**config.mk**
```make
export PLATFORM = sky130hd
export DESIGN_NAME = spc_top
export DESIGN_NICKNAME = d
export VERILOG_FILES = /design/src/verilog/spc_pkg.sv /design/src/verilog/spc_sync3.sv /design/src/verilog/spc_strap_hold.sv /design/src/verilog/spc_top.sv
export SDC_FILE = /design/constraint.sdc
export NUM_CORES = 1
export LEC_CHECK = 0
export ABC_AREA = 1
export BUFFER_PORTS_ARGS = -buffer_cell sky130_fd_sc_hd__buf_2
export CELL_PAD_IN_SITES_DETAIL_PLACEMENT = 1
export CELL_PAD_IN_SITES_GLOBAL_PLACEMENT = 1
export CORE_MARGIN = 5
export CORE_UTILIZATION = 42
export CTS_CLUSTER_SIZE = 40
export DETAILED_ROUTE_END_ITERATION = 8
export HOLD_SLACK_MARGIN = 0.15
export MAX_ROUTING_LAYER = met4
export PLACE_DENSITY = 0.86
export SLEW_MARGIN = 20
export SYNTH_ARGS = -nofsm -noshare
export SYNTH_HDL_FRONTEND = slang
export SYNTH_SLANG_ARGS = --single-unit
```
**constraint.sdc**
```tcl
create_clock -name clk_sys_in -period 2.76 [get_ports clk_sys_in]
set_input_delay 0.138 -clock clk_sys_in [delete_from_list [all_inputs] [get_ports clk_sys_in]]
set_output_delay 0.138 -clock clk_sys_in [all_outputs]
set_load 0.01 [all_outputs]
```
**src/verilog/spc_pkg.sv**
```systemverilog
// Constants and types for the output port and control pin block
// Overview of operation
// - During power-down all three output serial data lines are driven low.
// - In clock master mode, power-down holds bit clock and channel clock low.
// - During power-down the crystal drive pin floats (high impedance).
// - Power-down with channel mode bit 2 high drives master clock output low.
// - Power-down with channel mode bit 2 low floats the master clock output.
// - Mute mode strap high selects semi-automatic soft mute, low selects manual.
// - Control mode strap high uses serial registers, low uses strap pins.
// - I2C pins serve as control bus only in serial mode; grounded otherwise.
// - Three clock/mode straps choose output clock ratio or output port mode.
// - Two format straps choose the output serial framing format.
// - Power-down low resets the device and its control registers.
package spc_pkg;

  // Control sequence states, one-hot
  typedef enum logic [2:0] {
    SPC_ST_PD = 3'h1,
    SPC_ST_CAPT = 3'h2,
    SPC_ST_RUN = 3'h4
  } spc_state_t;

  // Output clock or mode codes
  localparam logic [2:0] SPC_CM_MST_128 = 3'h0;
  localparam logic [2:0] SPC_CM_MST_256 = 3'h1;
  localparam logic [2:0] SPC_CM_MST_384 = 3'h2;
  localparam logic [2:0] SPC_CM_MST_512 = 3'h3;
  localparam logic [2:0] SPC_CM_MST_768 = 3'h4;
  localparam logic [2:0] SPC_CM_SLAVE = 3'h5;
  localparam logic [2:0] SPC_CM_BYP_MST = 3'h6;
  localparam logic [2:0] SPC_CM_BYP_SLV = 3'h7;

  // Output framing format codes
  localparam logic [1:0] SPC_FMT_LSB = 2'h0;
  localparam logic [1:0] SPC_FMT_MSB = 2'h1;
  localparam logic [1:0] SPC_FMT_I2S = 2'h2;
  localparam logic [1:0] SPC_FMT_TDM = 2'h3;

  // Synchronised input vector layout
  localparam int SPC_SYNC_W = 14;
  localparam int SPC_POS_PDN = 0;
  localparam int SPC_POS_CM = 1;
  localparam int SPC_POS_FMT = 4;
  localparam int SPC_POS_PM2 = 6;
  localparam int SPC_POS_SEMI = 7;
  localparam int SPC_POS_SPB = 8;
  localparam int SPC_POS_CAD = 9;
  localparam int SPC_POS_SCL = 10;
  localparam int SPC_POS_SDA = 11;
  localparam int SPC_POS_BCK = 12;
  localparam int SPC_POS_LRK = 13;

  // Latched strap vector: cm(3) fmt(2) pm2 semi spb cad
  localparam int SPC_STRAP_W = 9;
  localparam logic [8:0] SPC_STRAP_RST = 9'h000;
  // Synchroniser reset: power-down asserted, lines idle low
  localparam logic [13:0] SPC_SYNC_RST = 14'h0000;

endpackage : spc_pkg

```
**src/verilog/spc_sync3.sv**
```systemverilog
// Three-stage synchroniser with agreement filter for pin inputs
`timescale 1ns/1ns
`default_nettype none
module spc_sync3 #(
  parameter int W = 1,
  parameter logic [W-1:0] RST = '0
) (
  // Clock and reset
  input wire logic clk_sys_in,
  input wire logic rstn_in,
  // Pin side and filtered level
  input wire logic [W-1:0] pin_in,
  output logic [W-1:0] level_out
);

  logic [W-1:0] s1_q, s2_q, s3_q, lvl_q;
  logic [W-1:0] lvl_d;

  // Accept a change only when stages two and three agree
  always_comb
  begin
    for (int i = 0; i < W; i++)
    begin
      lvl_d[i] = (s2_q[i] == s3_q[i]) ? s3_q[i] : lvl_q[i];
    end
  end

  // Stage one feeds stage two only
  always_ff @(posedge clk_sys_in)
  begin
    if (!rstn_in)
    begin
      s1_q <= RST;
      s2_q <= RST;
      s3_q <= RST;
      lvl_q <= RST;
    end
    else
    begin
      s1_q <= pin_in;
      s2_q <= s1_q;
      s3_q <= s2_q;
      lvl_q <= lvl_d;
    end
  end

  assign level_out = lvl_q;

endmodule // spc_sync3
`default_nettype wire

```
**src/verilog/spc_strap_hold.sv**
```systemverilog
// Strap capture register, loaded on a single-cycle strobe
`timescale 1ns/1ns
`default_nettype none
module spc_strap_hold (
  // Clock and reset
  input wire logic clk_sys_in,
  input wire logic rstn_in,
  // Capture strobe and strap values
  input wire logic capture_in,
  input wire logic [spc_pkg::SPC_STRAP_W-1:0] strap_in,
  output logic [spc_pkg::SPC_STRAP_W-1:0] strap_out
);

  logic [spc_pkg::SPC_STRAP_W-1:0] strap_q, strap_d;

  // Hold everything between captures
  always_comb
  begin
    strap_d = capture_in ? strap_in : strap_q;
  end

  always_ff @(posedge clk_sys_in)
  begin
    if (!rstn_in)
      strap_q <= spc_pkg::SPC_STRAP_RST;
    else
      strap_q <= strap_d;
  end

  assign strap_out = strap_q;

endmodule // spc_strap_hold
`default_nettype wire

```
**src/verilog/spc_top.sv**
```systemverilog
// Output port pin control, strap decode and control mode gating
`timescale 1ns/1ns
`default_nettype none
module spc_top (
  // Clock and reset
  input wire logic clk_sys_in,
  input wire logic rstn_in,
  // Power-down and strap pins
  input wire logic power_down_n_in,
  input wire logic out_clock_mode_sel_b2_in,
  input wire logic out_clock_mode_sel_b1_in,
  input wire logic out_clock_mode_sel_b0_in,
  input wire logic out_format_sel_b1_in,
  input wire logic out_format_sel_b0_in,
  input wire logic channel_mode_sel_b2_in,
  input wire logic mute_semi_auto_sel_in,
  input wire logic control_mode_sel_in,
  input wire logic chip_addr_strap_in,
  // I2C pins
  input wire logic scl_in,
  input wire logic sda_in,
  output logic sda_out,
  output logic sda_oe_out,
  // Output port clocks, two-way
  input wire logic out_bit_clock_in,
  output logic out_bit_clock_out,
  output logic out_bit_clock_oe_out,
  input wire logic out_channel_clock_in,
  output logic out_channel_clock_out,
  output logic out_channel_clock_oe_out,
  // Output serial data pins
  output logic serial_data_out_1_out,
  output logic serial_data_out_2_out,
  output logic serial_data_out_3_out,
  // Crystal and master clock output pins
  output logic crystal_drive_out_out,
  output logic crystal_drive_oe_out,
  output logic master_clock_out_out,
  output logic master_clock_oe_out,
  // From the converter core
  input wire logic [2:0] core_sdata_in,
  input wire logic core_bclk_in,
  input wire logic core_lrck_in,
  input wire logic core_mclk_in,
  input wire logic core_xtal_in,
  input wire logic core_sda_pull_in,
  // To the converter core
  output logic core_reset_n_out,
  output logic straps_valid_out,
  output logic cfg_from_serial_out,
  output logic mute_semi_auto_out,
  output logic [2:0] clock_mode_code_out,
  output logic master_mode_out,
  output logic bypass_mode_out,
  output logic [1:0] format_code_out,
  output logic chip_addr_bit_out,
  output logic i2c_scl_out,
  output logic i2c_sda_out,
  output logic link_bclk_rise_out,
  output logic link_bclk_fall_out,
  output logic link_lrck_edge_out
);

  // Master when the device itself makes the port clocks
  function automatic logic is_master(input logic [2:0] cm);
    is_master = (cm != spc_pkg::SPC_CM_SLAVE) && (cm != spc_pkg::SPC_CM_BYP_SLV);
  endfunction

  logic [spc_pkg::SPC_SYNC_W-1:0] pin_vec, sync_vec;
  logic [spc_pkg::SPC_STRAP_W-1:0] strap_live, strap_held;
  logic pdn_s, pm2_s, capture;
  logic [2:0] cm_live;
  spc_pkg::spc_state_t st_q, st_d;

  // Every pin input is asynchronous to the internal clock
  assign pin_vec = {out_channel_clock_in, out_bit_clock_in, sda_in, scl_in,
                    chip_addr_strap_in, control_mode_sel_in, mute_semi_auto_sel_in,
                    channel_mode_sel_b2_in, out_format_sel_b1_in, out_format_sel_b0_in,
                    out_clock_mode_sel_b2_in, out_clock_mode_sel_b1_in, out_clock_mode_sel_b0_in,
                    power_down_n_in};

  spc_sync3 #(
    .W(spc_pkg::SPC_SYNC_W),
    .RST(spc_pkg::SPC_SYNC_RST)
  ) u_sync (
    .clk_sys_in(clk_sys_in),
    .rstn_in(rstn_in),
    .pin_in(pin_vec),
    .level_out(sync_vec)
  );

  assign pdn_s = sync_vec[spc_pkg::SPC_POS_PDN];
  assign pm2_s = sync_vec[spc_pkg::SPC_POS_PM2];
  assign cm_live = sync_vec[spc_pkg::SPC_POS_CM +: 3];
  assign strap_live = sync_vec[spc_pkg::SPC_POS_CM +: spc_pkg::SPC_STRAP_W];

  // Power-down sequence
  always_comb
  begin
    case (st_q)
      spc_pkg::SPC_ST_PD: st_d = pdn_s ? spc_pkg::SPC_ST_CAPT : spc_pkg::SPC_ST_PD;
      spc_pkg::SPC_ST_CAPT: st_d = pdn_s ? spc_pkg::SPC_ST_RUN : spc_pkg::SPC_ST_PD;
      spc_pkg::SPC_ST_RUN: st_d = pdn_s ? spc_pkg::SPC_ST_RUN : spc_pkg::SPC_ST_PD;
      default: st_d = spc_pkg::SPC_ST_PD;
    endcase
  end

  always_ff @(posedge clk_sys_in)
  begin
    if (!rstn_in)
      st_q <= spc_pkg::SPC_ST_PD;
    else
      st_q <= st_d;
  end

  // capture at release
  // Straps are trusted only once power-down ends; changing them later is ignored
  assign capture = (st_q == spc_pkg::SPC_ST_CAPT);

  spc_strap_hold u_hold (
    .clk_sys_in(clk_sys_in),
    .rstn_in(rstn_in),
    .capture_in(capture),
    .strap_in(strap_live),
    .strap_out(strap_held)
  );

  // core reset
  // Control registers are held reset for the whole power-down
  assign core_reset_n_out = (st_q == spc_pkg::SPC_ST_RUN);
  assign straps_valid_out = (st_q == spc_pkg::SPC_ST_RUN);

  assign clock_mode_code_out = strap_held[2:0];
  assign master_mode_out = is_master(strap_held[2:0]);
  assign bypass_mode_out = (strap_held[2:0] == spc_pkg::SPC_CM_BYP_MST) ||
                           (strap_held[2:0] == spc_pkg::SPC_CM_BYP_SLV);
  assign format_code_out = strap_held[4:3];
  assign mute_semi_auto_out = strap_held[6];
  assign cfg_from_serial_out = strap_held[7] & straps_valid_out;
  // address bit
  // Forced to zero in parallel mode in case the board leaves it high
  assign chip_addr_bit_out = cfg_from_serial_out & strap_held[8];

  // bus gating
  // Idle-high lines to the I2C engine so no false start appears in parallel mode
  assign i2c_scl_out = cfg_from_serial_out ? sync_vec[spc_pkg::SPC_POS_SCL] : 1'b1;
  assign i2c_sda_out = cfg_from_serial_out ? sync_vec[spc_pkg::SPC_POS_SDA] : 1'b1;

  // Link clock edge detection, slave mode only
  logic bck_q, lrk_q, rise_q, fall_q, ledge_q;
  logic bck_d, lrk_d, rise_d, fall_d, ledge_d;
  logic slave_run;

  assign slave_run = straps_valid_out & ~master_mode_out;

  always_comb
  begin
    bck_d = sync_vec[spc_pkg::SPC_POS_BCK];
    lrk_d = sync_vec[spc_pkg::SPC_POS_LRK];
    rise_d = slave_run & bck_d & ~bck_q;
    fall_d = slave_run & ~bck_d & bck_q;
    ledge_d = slave_run & (lrk_d ^ lrk_q);
  end

  always_ff @(posedge clk_sys_in)
  begin
    if (!rstn_in)
    begin
      bck_q <= 1'b0;
      lrk_q <= 1'b0;
      rise_q <= 1'b0;
      fall_q <= 1'b0;
      ledge_q <= 1'b0;
    end
    else
    begin
      bck_q <= bck_d;
      lrk_q <= lrk_d;
      rise_q <= rise_d;
      fall_q <= fall_d;
      ledge_q <= ledge_d;
    end
  end

  assign link_bclk_rise_out = rise_q;
  assign link_bclk_fall_out = fall_q;
  assign link_lrck_edge_out = ledge_q;

  // Registered pin drivers
  logic [2:0] sd_q, sd_d;
  logic bo_q, bo_d, boe_q, boe_d, lo_q, lo_d, loe_q, loe_d;
  logic xo_q, xo_d, xoe_q, xoe_d, mo_q, mo_d, moe_q, moe_d;
  logic run;

  assign run = (st_q == spc_pkg::SPC_ST_RUN);

  always_comb
  begin
    sd_d = run ? core_sdata_in : 3'h0;
    // clocks low in master
    // In power-down the live straps decide direction, since held ones may be stale
    boe_d = run ? master_mode_out : is_master(cm_live);
    loe_d = boe_d;
    bo_d = run & master_mode_out & core_bclk_in;
    lo_d = run & master_mode_out & core_lrck_in;
    xoe_d = run;
    xo_d = run & core_xtal_in;
    moe_d = run | pm2_s;
    mo_d = run & core_mclk_in;
  end

  always_ff @(posedge clk_sys_in)
  begin
    if (!rstn_in)
    begin
      sd_q <= 3'h0;
      bo_q <= 1'b0;
      boe_q <= 1'b0;
      lo_q <= 1'b0;
      loe_q <= 1'b0;
      xo_q <= 1'b0;
      xoe_q <= 1'b0;
      mo_q <= 1'b0;
      moe_q <= 1'b0;
    end
    else
    begin
      sd_q <= sd_d;
      bo_q <= bo_d;
      boe_q <= boe_d;
      lo_q <= lo_d;
      loe_q <= loe_d;
      xo_q <= xo_d;
      xoe_q <= xoe_d;
      mo_q <= mo_d;
      moe_q <= moe_d;
    end
  end

  assign serial_data_out_1_out = sd_q[0];
  assign serial_data_out_2_out = sd_q[1];
  assign serial_data_out_3_out = sd_q[2];
  assign out_bit_clock_out = bo_q;
  assign out_bit_clock_oe_out = boe_q;
  assign out_channel_clock_out = lo_q;
  assign out_channel_clock_oe_out = loe_q;
  assign crystal_drive_out_out = xo_q;
  assign crystal_drive_oe_out = xoe_q;
  assign master_clock_out_out = mo_q;
  assign master_clock_oe_out = moe_q;

  // open-drain data
  // Only pulls low, and never in parallel mode where the pin is grounded
  assign sda_out = 1'b0;
  assign sda_oe_out = cfg_from_serial_out & core_sda_pull_in;

  a_data_low_pd: assert property (@(posedge clk_sys_in) disable iff (!rstn_in)
    !run |=> (sd_q == 3'h0))
    else $error("serial data not low in power-down");

  a_mst_clk_low: assert property (@(posedge clk_sys_in) disable iff (!rstn_in)
    (!run && is_master(cm_live)) |=> (boe_q && loe_q && !bo_q && !lo_q))
    else $error("master clocks not held low in power-down");

  a_xtal_hiz: assert property (@(posedge clk_sys_in) disable iff (!rstn_in)
    !run |=> !xoe_q)
    else $error("crystal drive not floating in power-down");

  a_mck_low_pd: assert property (@(posedge clk_sys_in) disable iff (!rstn_in)
    (!run && pm2_s) |=> (moe_q && !mo_q))
    else $error("master clock not low in power-down");

  a_mck_hiz_pd: assert property (@(posedge clk_sys_in) disable iff (!rstn_in)
    (!run && !pm2_s) |=> !moe_q)
    else $error("master clock not floating in power-down");

  a_mute_mode: assert property (@(posedge clk_sys_in) disable iff (!rstn_in)
    capture |=> (mute_semi_auto_out == $past(sync_vec[spc_pkg::SPC_POS_SEMI])))
    else $error("soft mute mode not taken from strap");

  a_i2c_gated: assert property (@(posedge clk_sys_in) disable iff (!rstn_in)
    !cfg_from_serial_out |-> (i2c_scl_out && i2c_sda_out && !sda_oe_out))
    else $error("control bus active outside serial mode");

  a_core_reset: assert property (@(posedge clk_sys_in) disable iff (!rstn_in)
    !pdn_s |=> !core_reset_n_out)
    else $error("core not reset during power-down");

  a_strap_hold: assert property (@(posedge clk_sys_in) disable iff (!rstn_in)
    (run && $past(run)) |-> $stable(strap_held))
    else $error("straps changed while running");

  a_master_dec: assert property (@(posedge clk_sys_in) disable iff (!rstn_in)
    (run && (clock_mode_code_out == spc_pkg::SPC_CM_SLAVE)) |=> !boe_q)
    else $error("slave mode drives port clocks");

endmodule // spc_top
`default_nettype wire

```
==> impl_summary.md <==
Run status
The flow ran to the end, and the final reports show no timing, DRC or antenna violations.

Critical path
The worst flop-to-flop path startpoint is st_q[1]. The required time of the worst setup path is 2620 ps. The combined buffer and inverter count along the critical path is 2. The data arrival time of the critical path is 1470 ps. The delay of the slowest cell on the worst path is 370 ps. The startpoint class of the critical path is a register. In this run the worst path has a maximum fanout of 5. The family with the most delay on the worst path is simple AND/OR/NAND/NOR gates. The worst register-to-register path has a setup slack of 1700 ps.

Measured in cells, the most critical reg-to-reg path has a length of 5. The worst register-to-register path ends at out_channel_clock_oe_out. The worst setup path is captured at a primary output. The worst setup path is of the reg2out kind. The slowest stage cell on the critical path is sky130_fd_sc_hd__dfxtp_1. Traced cell by cell, the critical path runs through nor2_2 > nand2_2 > nor2_4 > inv_2 > nor2_1 > buf_2.

Place
The congestion estimate from routability-driven global placement came to 0.700. Once placement completed, the tool counted placed cells totaling 441. The half-perimeter wire length after placement is 3760 um.

The count of input and output buffers is 52.

Finish
Leaving out fill and tap cells, the most frequent cells in the layout are sky130_fd_sc_hd__dfxtp_1, sky130_fd_sc_hd__nand2_1, sky130_fd_sc_hd__inv_1. The fraction of layout instances using a drive strength above 1 is 19.0%. The count of antenna diodes in the layout is 0.

The final net count is 420. The finished layout holds 478 standard cells, fillers aside. Relative to the synthesized area, the layout overhead comes to 24.1%. The library cell used most frequently in the layout, excluding fill and tap cells, is sky130_fd_sc_hd__dfxtp_1.

Pwr
After layout, the design draws a total of 2140 uW. The net switching power is 467 uW. The maximum VDD drop is 0.300 mV. The share of total power dissipated in combinational logic is 4.0%. The power per cell area is 637 nW/um^2. The register share of total power is 57.1%. The leakage dissipation is 0.00190 uW. The clock group share of total power is 38.8%.

The design internal power is 1670 uW. Of the total power, the share spent switching nets is 21.9%.

Hold path
In this run the worst hold path is classified as in2reg. The endpoint with the worst hold slack is u_sync.s1_q[13]. The cell depth of the worst min-delay path is 3. The startpoint of the tightest hold check path is rstn_in.

Clock network
The clock insertion delay at the later pin of the skew report is 360 ps. The maximum root-to-sink buffer count is 2. Clock-pin slew was measured on the worst setup and hold paths at 80 ps. The maximum level of the CTS H-tree is 3. Counting every sink on the clock net gives 82.

The count of instances resized after the clock tree is built is 0. The number of buffers inserted during clock tree synthesis is 9. The tree is rooted in a sky130_fd_sc_hd__clkbuf_8. Hold repair after CTS inserted 21 buffers. TritonCTS built the clock tree. Post-CTS timing repair inserted 0 buffers for setup.

Timing
The post-route clock period utilization is 58.2%. The setup skew after layout is 9.79 ps. Setup repair after global routing left no endpoint under its margin.

Across all hold checks on the routed design, the worst slack comes to 203 ps. The final count of hold timing violations was 0. Setup violations remaining at the end of the flow were counted as 0. The total negative slack is 0 ps.

The post-route minimum period is 1610 ps. For this run, the top clock speed supported by timing is 623 MHz. The number of max-slew violations in the final report is 0.

Floorplan
In this run the core area contains 29 standard-cell rows. The floorplan step defined a die boundary enclosing 8130 um^2. The area of the placeable core is 6310 um^2. From left edge to right edge, the die measures 90.2 um. The initial cell density of the core is 42.8%.

From bottom edge to top edge, the die measures 90.2 um. In this run the count of I/O pins placed on the die edge is 54.

GRT
Global routing used 15.4% of the available tracks across all layers. The number of global-route vias before repair is 2180. The leftover overflow at the end of global routing is 0. The wire length of the first global-routing pass is 9800 um. The number of antenna violations at the first check in global routing came to 0. Entering global routing, the biggest net connects 42 pins.

Detailed routing
After detailed routing, the average wire length per cell comes to 12.2 um. The first routing iteration left 101 violations. The first detailed-routing pass took 4 iterations. The sum of routed wire length over all layers is 5840 um. Using the TritonRoute via totals, the vias-per-cell ratio works out to 4.44. The count of nets left with antenna violations once routing finished came out at 0.

Across all layers, the routed design uses 2124 vias. For this run, design rule violations remaining after detail routing come to 0.

Logic synthesis
Of the total synthesized cell area, the portion taken by XOR and XNOR cells is 0%. The basic-gate share of the synthesized area counting and, or, nand and nor cells is 19.3%. By area, the combinational part of the netlist is dominated by simple AND/OR/NAND/NOR gates. The cell count after synthesis is 327. The share of the synthesized area in the top cell type is 60.8%. The synthesized area is 2700 um^2.

Ranked by total cell area, the synthesized netlist is headed by sky130_fd_sc_hd__dfxtp_1, sky130_fd_sc_hd__nand2_1, sky130_fd_sc_hd__inv_1. The number of unique standard cell types used by synthesis is 20. The Yosys step of the flow raised 0 warnings. The portion of the post-synthesis area used by sequential elements is 60.8%. The mean cell area of the mapped netlist is 8.26 um^2. Summing the areas of all fa, ha and maj instances in the mapped netlist gives 0% of the synthesized area.

The cell taking the most area after synthesis is sky130_fd_sc_hd__dfxtp_1. The register bit total from synthesis is 82. The number of nets handed over by synthesis was 351. The post-synthesis mux area share is 0%. Summing the areas of all compound-gate instances in the mapped netlist gives 6.02% of the synthesized area.

Job
Across the run, the number of max-cap violations was 0.
## per-stage QoR
| stage | worst slack (ps) | cell area (um^2) | util [%] |
|---|---|---|---|
| after global placement | 1500 | 2960 | 46.8 |
| after CTS | 1110 | 3350 | 53.1 |
| after global routing | 1000 | 3350 | 53.1 |
| final | 1150 | 3350 | 53.1 |
| after detailed placement | 1430 | 2960 | 46.8 |
| after floorplan | 1660 | 2700 | - |
## synthesized netlist by cell type
master / n
sky130_fd_sc_hd__buf_6: 1
sky130_fd_sc_hd__nor3_1: 2
sky130_fd_sc_hd__nor2_1: 42
sky130_fd_sc_hd__dfxtp_1: 82
sky130_fd_sc_hd__nor2_4: 2
sky130_fd_sc_hd__nor2_2: 1
sky130_fd_sc_hd__o21bai_1: 1
sky130_fd_sc_hd__conb_1: 1
sky130_fd_sc_hd__nand2_1: 77
sky130_fd_sc_hd__buf_4: 9
sky130_fd_sc_hd__nand3_4: 1
sky130_fd_sc_hd__inv_2: 4
sky130_fd_sc_hd__nand2_2: 1
sky130_fd_sc_hd__nor4_1: 1
sky130_fd_sc_hd__buf_2: 6
sky130_fd_sc_hd__o21ai_0: 12
sky130_fd_sc_hd__nand3_1: 1
sky130_fd_sc_hd__inv_1: 66
sky130_fd_sc_hd__a21o_1: 4
sky130_fd_sc_hd__a21oi_1: 13
## kinds of logic after synthesis
logic type      count (synthesis)
compound gates                 30
buf+inv                        86
flops                          82
other cells                     1
simple gates                  128
## state kept, by name, summed over array words and instances, names as in the netlist
| name | count |
|---|---|
| bck_q | 1 |
| out_bit_clock_out | 1 |
| u_sync.level_out | 14 |
| link_lrck_edge_out | 1 |
| out_channel_clock_oe_out | 1 |
| sd_q | 3 |
| master_clock_out_out | 1 |
| crystal_drive_out_out | 1 |
| master_clock_oe_out | 1 |
| out_channel_clock_out | 1 |
| u_hold.strap_out | 8 |
| link_bclk_rise_out | 1 |
| link_bclk_fall_out | 1 |
| u_sync.s1_q | 14 |
| crystal_drive_oe_out | 1 |
| u_sync.s2_q | 14 |
| u_sync.s3_q | 14 |
| lrk_q | 1 |
| st_q | 3 |
## area by class of cell
cell class	count	area, um^2
fill	780	2960
sequential	82	1640
tap	77	96.3
clock buffer	11	131
inverter	70	263
timing repair buffer	74	478
clock inverter	5	55.1
multi-input combinational	159	687
## power by group through the flow
| stage | combinational (uW) | clock (uW) | sequential [uW] |
|---|---|---|---|
| 2_1_floorplan | 41.0 | 0 | 1240 |
| 3_3_place_gp | 59.6 | 0 | 1250 |
| 3_5_place_dp | 62.8 | 0 | 1250 |
| 4_1_cts | 86.4 | 850 | 1220 |
| 5_1_grt | 98.3 | 901 | 1220 |
| 6_report | 86.4 | 829 | 1220 |
## worst min-delay path: cells and delay by family
family                 cells  cell delay [ps]
buffers and inverters      2              270
and+or+nand+nor            1              110
## per-layer routing
metal | up-vias | routed length (um) | part of all wire [%] | GRT usage, %
met5 | - | 0 | 0 | -
met4 | 0 | 136 | 2.3 | 8.31
met3 | 14 | 313 | 5.4 | 5.26
li1 | 1079 | - | - | -
met1 | 990 | 2350 | 40 | 15.7
met2 | 41 | 3040 | 52 | 26.0
## how the worst max path moves through the flow
| stage | end | start | cells past startpoint |
|---|---|---|---|
| after floorplan | chip_addr_bit_out | st_q[1] | 5 |
| after global placement | u_sync.level_out[10] | rstn_in | 4 |
| after detailed placement | u_sync.level_out[4] | rstn_in | 4 |
| after CTS | sda_oe_out | st_q[1] | 6 |
| after global routing | sda_oe_out | st_q[1] | 6 |
| final | sda_oe_out | st_q[1] | 6 |
(Power assumes the default switching activity.)
